File: src/inc/special_image_params.svh
`ifndef SPECIAL_IMAGE_PARAMS_SVH
`define SPECIAL_IMAGE_PARAMS_SVH

// ==========================================
// Register offsets
`define OFS_SLAVE_MISC 12'h184
`define OFS_SPECIAL_IMG 12'h188

// ==========================================
// Miscellaneous control fields
`define MISC_LEGACY_HI 31
`define MISC_LEGACY_LO 28
`define MISC_CWT_HI 26
`define MISC_CWT_LO 24

// ==========================================
// Special image fields
`define IMG_EN_BIT 31
`define IMG_POSTED_WRITE_ENABLE_BIT 30
`define IMG_VDW_HI 23
`define IMG_VDW_LO 20
`define IMG_PGM_HI 15
`define IMG_PGM_LO 12
`define IMG_SUP_HI 11
`define IMG_SUP_LO 8
`define IMG_BS_HI 7
`define IMG_BS_LO 2
`define IMG_LAS_BIT 0

// ==========================================
// Reset values
`define RST_LEGACY 4'h0
`define RST_CWT 3'h0
`define RST_IMG_FIELD 4'h0

// ==========================================
// Address modifier codes
`define AM_A16_USER 6'h29
`define AM_A16_SUP 6'h2D
`define AM_A24_USER_DATA 6'h39
`define AM_A24_USER_PGM 6'h3A
`define AM_A24_SUP_DATA 6'h3D
`define AM_A24_SUP_PGM 6'h3E

// ==========================================
// Timing counts
`define CWT_BASE_CLKS 10'h010
`define CWT_MAX_CODE 3'h6

`endif

File: src/inc/special_image_pkg.sv
package special_image_pkg;

  // ==========================================
  // Hold timer states
  typedef enum logic [2:0] {
    HT_IDLE = 3'b001,
    HT_BUSY = 3'b010,
    HT_HOLD = 3'b100
  } hold_state_t;

  typedef struct packed {
    hold_state_t st;
    logic [9:0] cnt;
    logic own;
    logic rel;
  } hold_regs_t;

  // ==========================================
  // Register and decode state
  typedef struct packed {
    logic [3:0] legacy;
    logic [2:0] coupled_window_timer;
    logic en;
    logic posted_write_enable;
    logic [3:0] max_data_width;
    logic [3:0] program_data_select;
    logic [3:0] sup;
    logic [5:0] bs;
    logic pci_space_select;
    logic [31:0] rdata;
    logic claim;
    logic a16;
    logic [5:0] am;
    logic w32;
    logic posted;
    logic [23:0] vaddr;
    logic [1:0] region;
  } image_regs_t;

endpackage : special_image_pkg

File: src/inc/hold_timer_if.sv
`timescale 1ns/1ps

// Link between the decoder top and the bus hold timer
interface hold_timer_if;
  logic [2:0] coupled_window_timer;
  logic busy;
  logic done;
  logic own;
  logic rel;
  modport timer (input coupled_window_timer, busy, done, output own, rel);
  modport ctrl (output coupled_window_timer, busy, done, input own, rel);
endinterface : hold_timer_if

File: src/core/pci_special_image.sv
`timescale 1ns/1ps
`include "special_image_params.svh"

// Notes on behaviour
// Software writes misc control only at setup or with all images off.
// Bits 31:28 of misc control read and write but steer nothing.
// Window field 26:24: 0 release at once, 1..6 give 16..512 clocks.
// After a coupled cycle the bus is held for the selected window.
// Each new coupled cycle restarts the window from its start.
// When the window runs out the bus is released.
// Software must not change the window during coupled cycles.
// Image is 64 Mbyte; decodes when address 31:26 equals the base field.
// Any other image that decodes wins over the special image.
// Four 16 Mbyte regions chosen by address bits 25:24.
// Top 64 Kbyte of each region goes to A16, the rest to A24.
// Program/data choice is ignored for A16 accesses.
// No block transfer modifier codes are ever produced.
// One width bit per region: 0 gives 16-bit, 1 gives 32-bit.
// One bit per region: 1 program code, 0 data code.
// One bit per region: 1 supervisor code, 0 user code.
// Image decodes only while enabled; disabled after reset.
// Writes are posted only with the posted write enable set and in memory space; off after reset.
// Space bit: 0 decodes memory space, 1 decodes I/O space.
// VME address is the low PCI bits, no offset added.
// Window code 0 releases the bus right after the cycle ends.

module pci_special_image
  import special_image_pkg::*;
(
  // Clock and reset
  input wire logic clk_sys_i,
  input wire logic nrst_i,
  // Register port
  input wire logic [11:0] reg_addr_i,
  input wire logic [31:0] reg_wdata_i,
  input wire logic reg_wr_i,
  input wire logic reg_rd_i,
  output logic [31:0] reg_rdata_o,
  // PCI address phase
  input wire logic pci_req_i,
  input wire logic [31:0] pci_addr_i,
  input wire logic pci_io_i,
  input wire logic pci_write_i,
  input wire logic other_hit_i,
  // Decode result
  output logic claim_o,
  output logic a16_o,
  output logic [5:0] am_o,
  output logic width32_o,
  output logic posted_o,
  output logic [23:0] vme_addr_o,
  output logic [1:0] region_o,
  // Coupled cycle tracking
  input wire logic coupled_busy_i,
  input wire logic coupled_done_i,
  output logic vme_own_o,
  output logic vme_release_o
);

  image_regs_t s_r;
  image_regs_t s_nxt;
  hold_timer_if hif ();

  logic hit;
  logic top64k;
  logic [1:0] reg_sel;
  logic [5:0] am_sel;
  logic [31:0] misc_word;
  logic [31:0] img_word;
  logic width_pick;

  // ==========================================
  // Read images of the two registers
  always_comb begin
    misc_word = 32'h0000_0000;
    misc_word[`MISC_LEGACY_HI:`MISC_LEGACY_LO] = s_r.legacy;
    misc_word[`MISC_CWT_HI:`MISC_CWT_LO] = s_r.coupled_window_timer;
  end

  always_comb begin
    img_word = 32'h0000_0000;
    img_word[`IMG_EN_BIT] = s_r.en;
    img_word[`IMG_POSTED_WRITE_ENABLE_BIT] = s_r.posted_write_enable;
    img_word[`IMG_VDW_HI:`IMG_VDW_LO] = s_r.max_data_width;
    img_word[`IMG_PGM_HI:`IMG_PGM_LO] = s_r.program_data_select;
    img_word[`IMG_SUP_HI:`IMG_SUP_LO] = s_r.sup;
    img_word[`IMG_BS_HI:`IMG_BS_LO] = s_r.bs;
    img_word[`IMG_LAS_BIT] = s_r.pci_space_select;
  end

  // ==========================================
  // Address decode
  // The image only claims what no ordinary image claims
  assign hit = s_r.en
    && (pci_addr_i[31:26] == s_r.bs)
    && (pci_io_i == s_r.pci_space_select)
    && !other_hit_i;

  // Region select and A16 window at the top of the region
  assign reg_sel = pci_addr_i[25:24];
  assign top64k = (pci_addr_i[23:16] == 8'hFF);
  // Width bit of the addressed region, seen by the width check
  assign width_pick = s_r.max_data_width[reg_sel];

  // Modifier code; no block transfer codes exist in this table
  always_comb begin
    if (top64k) begin
      am_sel = s_r.sup[reg_sel] ? `AM_A16_SUP : `AM_A16_USER;
    end else if (s_r.sup[reg_sel]) begin
      am_sel = s_r.program_data_select[reg_sel] ? `AM_A24_SUP_PGM : `AM_A24_SUP_DATA;
    end else begin
      am_sel = s_r.program_data_select[reg_sel] ? `AM_A24_USER_PGM : `AM_A24_USER_DATA;
    end
  end

  // ==========================================
  // Next state
  always_comb begin
    s_nxt = s_r;
    s_nxt.rdata = 32'h0000_0000;
    s_nxt.claim = 1'b0;

    // Register writes; software keeps these still while images run
    if (reg_wr_i && reg_addr_i == `OFS_SLAVE_MISC) begin
      s_nxt.legacy = reg_wdata_i[`MISC_LEGACY_HI:`MISC_LEGACY_LO];
      s_nxt.coupled_window_timer = reg_wdata_i[`MISC_CWT_HI:`MISC_CWT_LO];
    end
    if (reg_wr_i && reg_addr_i == `OFS_SPECIAL_IMG) begin
      s_nxt.en = reg_wdata_i[`IMG_EN_BIT];
      s_nxt.posted_write_enable = reg_wdata_i[`IMG_POSTED_WRITE_ENABLE_BIT];
      s_nxt.max_data_width = reg_wdata_i[`IMG_VDW_HI:`IMG_VDW_LO];
      s_nxt.program_data_select = reg_wdata_i[`IMG_PGM_HI:`IMG_PGM_LO];
      s_nxt.sup = reg_wdata_i[`IMG_SUP_HI:`IMG_SUP_LO];
      s_nxt.bs = reg_wdata_i[`IMG_BS_HI:`IMG_BS_LO];
      s_nxt.pci_space_select = reg_wdata_i[`IMG_LAS_BIT];
    end

    // Register reads, unmapped offsets read zero
    if (reg_rd_i) begin
      case (reg_addr_i)
        `OFS_SLAVE_MISC: s_nxt.rdata = misc_word;
        `OFS_SPECIAL_IMG: s_nxt.rdata = img_word;
        default: s_nxt.rdata = 32'h0000_0000;
      endcase
    end

    // Decode result is latched on each address phase
    if (pci_req_i) begin
      s_nxt.claim = hit;
      s_nxt.a16 = top64k;
      s_nxt.am = am_sel;
      s_nxt.w32 = s_r.max_data_width[reg_sel];
      s_nxt.region = reg_sel;
      // I/O space forces coupled writes
      s_nxt.posted = s_r.posted_write_enable && pci_write_i && !s_r.pci_space_select;
      if (top64k) begin
        s_nxt.vaddr = {8'h00, pci_addr_i[15:0]};
      end else begin
        s_nxt.vaddr = pci_addr_i[23:0];
      end
    end
  end

  // ==========================================
  // State register
  always_ff @(posedge clk_sys_i or negedge nrst_i) begin
    if (!nrst_i) begin
      s_r <= '{
        legacy: `RST_LEGACY,
        coupled_window_timer: `RST_CWT,
        en: 1'b0,
        posted_write_enable: 1'b0,
        max_data_width: `RST_IMG_FIELD,
        program_data_select: `RST_IMG_FIELD,
        sup: `RST_IMG_FIELD,
        bs: 6'h00,
        pci_space_select: 1'b0,
        rdata: 32'h0000_0000,
        claim: 1'b0,
        a16: 1'b0,
        am: 6'h00,
        w32: 1'b0,
        posted: 1'b0,
        vaddr: 24'h00_0000,
        region: 2'h0
      };
    end else begin
      s_r <= s_nxt;
    end
  end

  // ==========================================
  // Bus hold timer
  assign hif.coupled_window_timer = s_r.coupled_window_timer;
  assign hif.busy = coupled_busy_i;
  assign hif.done = coupled_done_i;

  window_hold_timer u_hold (
    .clk_sys_i(clk_sys_i),
    .nrst_i(nrst_i),
    .hif(hif)
  );

  // ==========================================
  // Outputs
  assign reg_rdata_o = s_r.rdata;
  assign claim_o = s_r.claim;
  assign a16_o = s_r.a16;
  assign am_o = s_r.am;
  assign width32_o = s_r.w32;
  assign posted_o = s_r.posted;
  assign vme_addr_o = s_r.vaddr;
  assign region_o = s_r.region;
  assign vme_own_o = hif.own;
  assign vme_release_o = hif.rel;
endmodule : pci_special_image

File: src/core/window_hold_timer.sv
`timescale 1ns/1ps
`include "special_image_params.svh"

module window_hold_timer
  import special_image_pkg::*;
(
  // Clock and reset
  input wire logic clk_sys_i,
  input wire logic nrst_i,
  // Control link
  hold_timer_if.timer hif
);

  hold_regs_t s_r;
  hold_regs_t s_nxt;
  logic [9:0] load_cnt;
  logic timed;

  // ==========================================
  // Hold interval from the window setting
  assign timed = (hif.coupled_window_timer != 3'h0) && (hif.coupled_window_timer <= `CWT_MAX_CODE);
  assign load_cnt = `CWT_BASE_CLKS << (hif.coupled_window_timer - 3'h1);

  // Next state
  always_comb begin
    s_nxt = s_r;
    s_nxt.rel = 1'b0;
    case (s_r.st)
      HT_IDLE: begin
        if (hif.busy) begin
          s_nxt.st = HT_BUSY;
          s_nxt.own = 1'b1;
        end
      end
      HT_BUSY: begin
        if (hif.done && timed) begin
          s_nxt.st = HT_HOLD;
          s_nxt.cnt = load_cnt;
        end else if (hif.done) begin
          s_nxt.st = HT_IDLE;
          s_nxt.own = 1'b0;
          s_nxt.rel = 1'b1;
        end
      end
      HT_HOLD: begin
        if (hif.busy) begin
          s_nxt.st = HT_BUSY;
        end else if (s_r.cnt == 10'h001) begin
          s_nxt.st = HT_IDLE;
          s_nxt.own = 1'b0;
          s_nxt.rel = 1'b1;
        end else begin
          s_nxt.cnt = s_r.cnt - 10'h001;
        end
      end
      default: begin
        s_nxt.st = HT_IDLE;
        s_nxt.own = 1'b0;
      end
    endcase
  end

  // State register
  always_ff @(posedge clk_sys_i or negedge nrst_i) begin
    if (!nrst_i) begin
      s_r <= '{st: HT_IDLE, cnt: 10'h000, own: 1'b0, rel: 1'b0};
    end else begin
      s_r <= s_nxt;
    end
  end

  assign hif.own = s_r.own;
  assign hif.rel = s_r.rel;
endmodule : window_hold_timer

File: config.mk
export PLATFORM = sky130hd
export DESIGN_NAME = pci_special_image
export DESIGN_NICKNAME = d
export VERILOG_FILES = /design/src/inc/special_image_pkg.sv /design/src/inc/hold_timer_if.sv /design/src/core/pci_special_image.sv /design/src/core/window_hold_timer.sv
export VERILOG_INCLUDE_DIRS = /design/src /design/src/inc
export SDC_FILE = /design/constraint.sdc
export NUM_CORES = 1
export LEC_CHECK = 0
export ABC_AREA = 1
export BUFFER_PORTS_ARGS = -buffer_cell sky130_fd_sc_hd__buf_4
export CAP_MARGIN = 25
export CORE_MARGIN = 5
export CORE_UTILIZATION = 34
export CTS_CLUSTER_SIZE = 20
export DETAILED_ROUTE_END_ITERATION = 10
export GPL_TIMING_DRIVEN = 0
export SLEW_MARGIN = 20
export SYNTH_ARGS = -nofsm -noshare
export SYNTH_HDL_FRONTEND = slang
export SYNTH_SLANG_ARGS = --single-unit
File: constraint.sdc
create_clock -name clk_sys_i -period 1.3 [get_ports clk_sys_i]
set_input_delay 0.26 -clock clk_sys_i [delete_from_list [all_inputs] [get_ports clk_sys_i]]
set_output_delay 0.26 -clock clk_sys_i [all_outputs]
set_load 0.01 [all_outputs]
==> results by group, run 1 <==
Status
  – Status: finished with violations
  – Failing checks: setup timing

Global route
  – First-pass GRT wire length: 19.73 mm
  – Vias in the first global route: 3942
  – Total GRT Usage: 15.44%
  – Largest net degree at the start of global routing: 105
  – Initial antenna violation count: 0
  – Total gr overflow: 0

Synth
  – EDFF count, synth: 0
  – Mapped Cells: 527
  – Ys Warns: 0
  – Area leader, netlist: dfrtp_1
  – Yosys reg bits: 104
  – Post-synthesis xor/xnor area fraction: 1.130%
  – Mapped Avg Cell Area: 8.823 um2
  – Mux share of post-synthesis cell area: 0%
  – Top-count cell post-synth: nand2_1
  – Adder-cell area share of the yosys netlist: 0.5382%
  – Compound-Gate Fraction of Synth Area: 8.665%
  – Post-Synth Simple-Gate Area: 24.19%
  – Most frequent cells after synthesis: 150 x nand2_1, 103 x dfrtp_1, 69 x inv_1
  – Most used flip-flop cell after synthesis: dfrtp_1
  – Register area share after synthesis: 56.00%
  – Synth top area cells: dfrtp_1 55%, nand2_1 12%, inv_1 5.6%
  – Async SR Flop Fraction: 100.0%
  – Largest family of logic cells by synthesized area: simple AND/OR/NAND/NOR gates
  – Synthesized cell area: 4649 um2
  – Synth cell types: 41
  – Yosys top cell area share: 55.44%

STA
  – Crit share post-route: 108.3%
  – # setup viols final: 14
  – Post-route setup slack: -0.1076 ns
  – Final hold vios: 0
  – Tmin final: 1.408 ns
  – Worst hold margin: 0.1016 ns
  – RSZ-0062 raised after global routing: yes
  – Clock skew: 0.007726 ns
  – Final Max Slew Viols: 0
  – FMAX: 710.4 MHz

Clock tree
  – CTS Buffer Depth: 2
  – TritonCTS clock tree: done
  – Clock Pin Slew Worst Setup and Hold Paths: 0.08 ns
  – Worst skew pair latency: 0.36 ns
  – Cts bufs inserted: 9
  – Sink Count: 104
  – H-tree depth: 3
  – Clock root cell: clkbuf_16

Power
  – Pwr/cell area: 1117 nW/um2
  – Leakage: 3.459 nW
  – Worst VDD drop: 0.5934 mV

Placed design
  – Final HPWL DP: 9.196 mm
  – DP Worst Slack: -0.2129 ns
  – GPL Wtd Cong: 0.8244
  – IO buf count: 142

Run
  – Max Cap Viol: 0

Detailed routing
  – Initial DRT Pass Iterations: 4
  – Via density: 4.452
  – Routed wire per std cell: 14.05 um
  – WL final: 12.53 mm
  – Starting DRC count in detailed routing: 219
  – Drc violations: 0
  – Vias: 3971
  – Detail Route Antenna Nets: 0

Critical path
  – Worst setup path end: u_hold.s_r[9]
  – WP data arrival: 1.66 ns
  – Worst R2R End: u_hold.s_r[9]
  – CP Class: reg2reg
  – Setup crit end kind: register
  – CP Launch Type: register
  – R2R setup slack: -0.11 ns
  – Reg2Reg Depth: 9
  – Critical Path Fanout Max: 8
  – R2r startpoint: u_hold.s_r[4]
  – Critical Path Source: u_hold.s_r[4]
  – Worst path required time: 1.55 ns

Die
  – Io pins: 156
  – Die height: 126.9 um
  – Die Wd: 126.9 um
  – Die area: 16110 um2
  – Row cnt: 42
  – Core ar.: 13350 um2
  – Initial core utilization: 34.83%

Layout
  – Net count, final: 799
  – Antenna diodes: 0
  – Share of layout cells above drive strength 1: 35.34%
  – Area grow syn2layout: 42.28%
  – Final core occ: 49.56%
  – Fill cell count: 1323

Worst hold path
  – Worst Hold Class: in2reg
==> sequential cells by signal (all words and copies together) (netlist names), 2 cells and up <==
name / count
img_word: 21
vme_addr_o: 24
hif.coupled_window_timer: 3
misc_word: 4
am_o: 5
u_hold.s_r: 13
region_o: 2
reg_rdata_o: 26
==> placed cells by master (no fill, tap or decap), drive strengths merged, types with 2 or more instances in the layout <==
cell / count
dfrtp: 103
conb: 6
buf: 184
ha: 2
a21oi: 13
nor2: 52
nand3b: 2
o21a: 2
clkinv: 2
nand2: 155
nor3: 4
a31oi: 2
xor2: 2
nand3: 28
clkbuf: 15
inv: 77
o21ai: 47
xnor2: 4
nand4: 8
==> worst max-delay path, stage by stage, from the launching register on <==
cell and delay [ns]:
dfrtp_2 0.44, nor2_4 0.17, nand2_2 0.06, nor2_2 0.09, nand2_2 0.09, nand2_4 0.11
nand2_8 0.09, buf_12 0.14, nand2_1 0.07, nand2_1 0.05
==> report_power, final <==
part / total (mW) / switching (mW) / leakage (nW) / internal [mW]
sequential: 3.49 / 0.0969 / 1.33 / 3.40
combinational: 1.04 / 0.542 / 1.97 / 0.493
clock: 2.86 / 1.31 / 0.154 / 1.55
==> how the worst min path moves through the flow <==
stage | from | to | slack, ns | cells after the start
finish | pci_addr_i[13] | vme_addr_o[13] | 0.10 | 3
global route | pci_addr_i[13] | vme_addr_o[13] | 0.10 | 3
CTS | nrst_i | u_hold.s_r[7] | 0.07 | 1
detailed placement | nrst_i | u_hold.s_r[7] | 0.45 | 1
global placement | vme_addr_o[8] | vme_addr_o[8] | 0.46 | 2
floorplan | nrst_i | a16_o | -0.04 | 0
==> logic make-up after synthesis <==
kind of cell               after synthesis
other                                    1
AOI/OAI and AO/OA                       67
buffers and inverters                   96
DFF                                    104
xor gates and xnor gates                 6
and+or+nand+nor                        251
adders and majority gates                2
==> what timing repair did <==
action                                  in CTS  in global routing
pin swaps                                   11                  7
buffers inserted                            14                 10
endpoints found under the hold margin        0                 43
cloned                                       1                  0
hold buffers                                 0                  1
endpoints found under the setup margin      15                 15
resized for setup                           15                 17
==> stage by stage <==
step	area (um2)	TNS (ns)	total power, mW	std cells
after floorplan	4682	-0.07706	3.997	532
after global placement	5968	-23.91	4.506	850
after detailed placement	5972	-8.631	4.548	850
after CTS	6460	-0.7802	7.467	880
after global routing	6615	-1.888	7.750	892
final	6615	-0.9288	7.390	892
==> per-layer routing <==
metal  part of all wire (%)  global-route usage (%)
met5                      0                       0
met1                     41                   19.30
met3                    4.6                   3.699
met2                     53                   26.49
met4                    1.3                   4.732
==> cell type report <==
class                   count  area (um2)  area share, %
flip-flops and latches    104        2609          39.44
multi-input cells         332        1710          25.86
repair buffers            169        1326          20.05
inverters                  74       282.8          4.275
clock buffers              10       229.0          3.461
well taps                 176       220.2          3.329
plain buffers              21       151.4          2.289
clock inverters             6       86.33          1.305
No activity file was read; power rests on OpenSTA's default activity.
==> run 2, diff against run 1 <==
GPL_TIMING_DRIVEN = 1   (was 0)
==> results by group, run 2 (synthesized netlist as in run 1, its figures left out) <==
Critical path
  – WP data arrival: 1.63 ns
  – Worst-path cell chain: inv_2 -> ha_4 -> nand2_2 -> nor2_2 -> nand2_2 -> nand2_4 -> buf_6 -> nand4_1 -> nand2_1
  – CP Class: reg2reg
  – Critical Path Fanout Max: 5
  – Crit-path max cell delay: 0.39 ns
  – Setup crit end kind: register
  – CP most frequent cell: nand2_2
  – Worst path required time: 1.59 ns
  – CP Launch Type: register
  – Slowest CP cell: dfrtp_1

Global route
  – Vias in the first global route: 3992
  – Largest net degree at the start of global routing: 63
  – Total GRT Usage: 15.18%
  – First-pass GRT wire length: 19.46 mm
  – Initial antenna violation count: 0
  – Total gr overflow: 0

Clock tree
  – H-tree depth: 3
  – Clock root cell: clkbuf_16
  – TritonCTS clock tree: done
  – Clock Pin Slew Worst Setup and Hold Paths: 0.08 ns
  – Cts bufs inserted: 9
  – CTS Buffer Depth: 2
  – Sink Count: 104
  – Worst skew pair latency: 0.35 ns

Power
  – Pwr/cell area: 1106 nW/um2
  – Reg power frac: 47.6%
  – Switching share of power: 27.09%
  – Pint: 5.341 mW
  – Worst VDD drop: 0.5048 mV
  – Clock Power Share: 36.6%
  – Total power: 7.325 mW
  – Combinational Power Share: 15.8%
  – NetSw: 1.984 mW
  – Leakage: 3.494 nW

Detailed routing
  – Met3 wire length: 476 um
  – Top routing layer in use: met4
  – Met1 wire length: 5.185 mm
  – Detail Route Antenna Nets: 0
  – Initial DRT Pass Iterations: 4
  – WL final: 12.06 mm
  – Routed wire per std cell: 13.48 um
  – Starting DRC count in detailed routing: 194
  – Drc violations: 0
  – Via density: 4.425
  – Met2 WL: 6.097 mm
  – Vias: 3960

Die
  – Die Wd: 126.9 um
  – Initial core utilization: 34.83%
  – Io pins: 156
  – Core ar.: 13350 um2
  – Die area: 16110 um2
  – Die height: 126.9 um
  – Row cnt: 42

Layout
  – Area grow syn2layout: 42.38%
  – Most frequent cells in the layout: 185 x buf_4, 148 x nand2_1, 102 x dfrtp_1
  – Max reg flops: 26
  – Antenna diodes: 0
  – Commonest non-fill, non-tap cell in the layout: buf_4
  – Fill cell count: 1306
  – Share of layout cells above drive strength 1: 36.02%
  – Net count, final: 802

STA
  – Post-route setup slack: -0.04936 ns
  – Final hold vios: 0
  – Tmin final: 1.349 ns
  – RSZ-0062 raised after global routing: yes
  – Crit share post-route: 103.8%
  – Final Max Slew Viols: 0
  – # setup viols final: 10
  – Clock skew: 0.008509 ns
  – FMAX: 741.1 MHz

Placed design
  – IO buf count: 143
  – Final HPWL DP: 8.927 mm
  – GPL Wtd Cong: 0.8012
  – DP Worst Slack: -0.08704 ns

Status
  – Status: finished with violations
  – Failing checks: setup timing

Worst hold path
  – Worst Hold Class: in2reg

Run
  – Max Cap Viol: 0
## run 2: critical path: cells and delay by family (launching register included)
kind                     cells  cell delay [ns]
adder cells (fa/ha/maj)      1             0.13
AND/OR/NAND/NOR              6             0.53
buffers and inverters        2             0.24
flip-flops                   1             0.39
## run 2: final timing paths
kind                                 from        endpoint  slack, ns  cells after the start
setup / recovery            u_hold.s_r[3]  u_hold.s_r[13]      -0.05                      9
hold / removal              pci_addr_i[6]   vme_addr_o[6]       0.11                      3
setup reg to reg            u_hold.s_r[3]  u_hold.s_r[13]      -0.05                      9
hold reg to reg            vme_addr_o[13]  vme_addr_o[13]       0.48                      2
max in group asynchronous          nrst_i  u_hold.s_r[12]       0.53                      3
min in group asynchronous          nrst_i   u_hold.s_r[7]       0.43                      3
## run 2: area by class of cell
type	instances	area [um2]	area share [%]
Multi-Input combinational cell	333	1730	26.14
Tap cell	176	220.2	3.326
Clock inverter	7	66.31	1.002
Inverter	74	280.3	4.234
Clock buffer	9	225.2	3.402
Sequential cell	104	2605	39.35
Timing Repair Buffer	192	1493	22.55
## run 2: what timing repair did
action                                  CTS  global route
hold buffers                              1             0
hold endpoints to repair                103             0
resized for setup                        13            13
endpoints found under the setup margin   10            15
pin swaps                                 6             3
gates cloned                              1             0
setup buffers                             8             1
## run 2: power by group through the flow
| stage | sequential (mW) | combinational (mW) | clock (mW) |
|---|---|---|---|
| global placement | 3.55 | 1.04 | 0 |
| CTS | 3.49 | 1.14 | 2.77 |
| floorplan | 3.60 | 0.402 | 0 |
| detailed placement | 3.55 | 1.07 | 0 |
| finish | 3.49 | 1.16 | 2.68 |
| global route | 3.51 | 1.28 | 2.89 |
## run 2: routing by layer
layer  track usage [%]  vias up
met4             6.751        0
met2             25.34       89
met3             2.732       20
li1                  -     2004
met1             19.25     1847
met5                 0        -
## run 2: metrics by stage
stage                     instance area [um2]  setup TNS, ns  hold slack [ns]  instances  utilization [%]
final                                    6620        -0.2938           0.1052        895            49.60
after global routing                     6620         -1.301           0.1001        895            49.60
after CTS                                6551        -0.2240          0.08838        894            49.08
after detailed placement                 6147         -2.710           0.2669        868            46.05
after global placement                   6147         -1.628           0.2631        868            46.05
after floorplan                          4682       -0.07706         -0.03559        532                -
==> run 3, diff against run 2 <==
--- a/config.mk
+++ b/config.mk
@@ -11,8 +11,9 @@
 export CAP_MARGIN = 25
 export CORE_MARGIN = 5
-export CORE_UTILIZATION = 34
+export CORE_UTILIZATION = 46
 export CTS_CLUSTER_SIZE = 20
 export DETAILED_ROUTE_END_ITERATION = 10
 export GPL_TIMING_DRIVEN = 1
+export PLACE_DENSITY = 0.77
 export SLEW_MARGIN = 20
 export SYNTH_ARGS = -nofsm -noshare
==> constraint.sdc (replaced) <==
create_clock -name clk_sys_i -period 1.3 [get_ports clk_sys_i]
set_input_delay 0.065 -clock clk_sys_i [delete_from_list [all_inputs] [get_ports clk_sys_i]]
set_output_delay 0.065 -clock clk_sys_i [all_outputs]
set_load 0.01 [all_outputs]
==> results by group, run 3 (synthesized netlist as in run 1, its figures left out) <==
Status
  – Status: finished with violations
  – Failing checks: setup timing

Layout
  – Net count, final: 846
  – Max reg flops: 26
  – Share of layout cells above drive strength 1: 34.47%
  – Commonest non-fill, non-tap cell in the layout: buf_4
  – Most frequent cells in the layout: 173 x buf_4, 140 x nand2_1, 101 x dfrtp_1
  – Final cell area excluding filler cells: 6979 um2
  – Antenna diodes: 0
  – Area grow syn2layout: 50.11%

Critical path
  – WP data arrival: 1.72 ns
  – Worst path required time: 1.60 ns
  – CP Class: reg2reg
  – Critical Path Source: u_hold.s_r[3]
  – Critical Path Fanout Max: 4
  – CP Launch Type: register
  – R2r startpoint: u_hold.s_r[3]
  – Setup crit end kind: register
  – Reg2Reg Depth: 8

Clock tree
  – CTS Buffer Depth: 2
  – Cts bufs inserted: 9
  – H-tree depth: 3
  – TritonCTS clock tree: done
  – Clock Pin Slew Worst Setup and Hold Paths: 0.11 ns
  – Worst skew pair latency: 0.36 ns
  – Sink Count: 104
  – Clock root cell: clkbuf_8

Detailed routing
  – Initial DRT Pass Iterations: 5
  – Via density: 4.789
  – Drc violations: 0
  – Detail Route Antenna Nets: 0
  – Starting DRC count in detailed routing: 254
  – WL final: 12.68 mm
  – Routed wire per std cell: 14.16 um
  – Vias: 4291

Global route
  – Total GRT Usage: 20.27%
  – First-pass GRT wire length: 20.58 mm
  – Vias in the first global route: 4345
  – Initial antenna violation count: 0
  – Total gr overflow: 0
  – Largest net degree at the start of global routing: 46

Power
  – Reg power frac: 51.9%
  – Pint: 4.839 mW
  – Total power: 6.744 mW
  – Combinational Power Share: 19.2%
  – Switching share of power: 28.25%
  – Leakage: 3.610 nW
  – Pwr/cell area: 966.3 nW/um2
  – Clock Power Share: 28.9%
  – NetSw: 1.905 mW
  – Worst VDD drop: 0.6791 mV

Placed design
  – Final HPWL DP: 8.487 mm
  – GPL Wtd Cong: 0.8869
  – DP Worst Slack: -0.1208 ns
  – IO buf count: 143
  – Dpl cell area: 6011 um2

Die
  – Io pins: 156
  – Die Wd: 110.5 um
  – Initial core utilization: 47.35%
  – Row cnt: 36
  – Die height: 110.5 um
  – Die area: 12220 um2
  – Core ar.: 9819 um2

STA
  – Final Max Slew Viols: 0
  – RSZ-0062 raised after global routing: yes
  – Tmin final: 1.419 ns
  – Worst hold margin: 0.02780 ns
  – Final hold vios: 0
  – FMAX: 705.0 MHz
  – Crit share post-route: 109.1%
  – Clock skew: 0.01311 ns
  – Post-route setup slack: -0.1185 ns
  – # setup viols final: 12

Worst hold path
  – Worst Hold Class: in2reg
  – HP Start: pci_addr_i[25]
  – Hold depth: 4

Run
  – Max Cap Viol: 0
[run 3: cell count changes in the layout (fill, tap and decap cells not counted), sizes merged]
cell,before,now
inv,80,76
clkinvlp,0,2
clkbuf,9,10
clkinv,1,2
dlygate4sd3,1,55
buf,191,181
[run 3: path summary, 6_finish.rpt]
kind | end | slack [ns]
hold / removal | width32_o | 0.03
setup / recovery | u_hold.s_r[9] | -0.12
setup reg to reg | u_hold.s_r[9] | -0.12
max in group asynchronous | u_hold.s_r[2] | 0.59
hold reg to reg | reg_rdata_o[31] | 0.49
min in group asynchronous | vme_addr_o[7] | 0.15
[run 3: per-stage QoR]
stage | TNS (ns) | utilization, % | cells
after floorplan | -0.07706 | - | 532
after global placement | -0.06698 | 61.21 | 814
after detailed placement | -0.6762 | 61.21 | 814
after CTS | -0.3322 | 69.20 | 888
after global routing | -1.437 | 71.08 | 896
final | -0.5181 | 71.08 | 896
[run 3: cell type report]
type                       instances  area [um2]
tap                              133       166.4
sequential                       104        2606
timing repair buffer             236        1966
clock buffer                      10       137.6
multi-input combinational        333        1770
fill                             728        2840
inverter                          74       280.3
clock inverter                     6       52.55
[run 3: power groups by stage]
stage	sequential, mW	combinational (mW)	clock, mW
after CTS	3.49	1.19	1.99
final	3.50	1.30	1.95
after global routing	3.51	1.43	2.11
after global placement	3.55	0.989	0
after detailed placement	3.55	1.02	0
after floorplan	3.60	0.402	0
[run 3: worst max-delay path: stages (launching register included)]
cell	delay (ns)
dfrtp_1	0.40
inv_2	0.11
buf_4	0.12
nand4_1	0.22
nor2_2	0.21
nand2_1	0.07
o21ai_0	0.10
nand2_1	0.07
nand2_1	0.06
[run 3: metal layers]
metal / vias up / share of wire (%) / global-route usage, % / wire, um
met5: - / 0 / 0 / 0
met4: 0 / 3.3 / 9.113 / 424
met3: 33 / 4.0 / 3.228 / 501
met1: 2044 / 40 / 23.94 / 5130
met2: 123 / 52 / 36.12 / 6626
li1: 2091 / - / - / -
[run 3: timing repair]
| item | 4_1_cts | 5_1_grt |
|---|---|---|
| endpoints found under the hold margin | 157 | 0 |
| setup buffers | 3 | 7 |
| gates cloned | 0 | 1 |
| resized for setup | 6 | 37 |
| endpoints found under the setup margin | 13 | 20 |
| pin swaps | 2 | 13 |
| hold buffers | 55 | 0 |
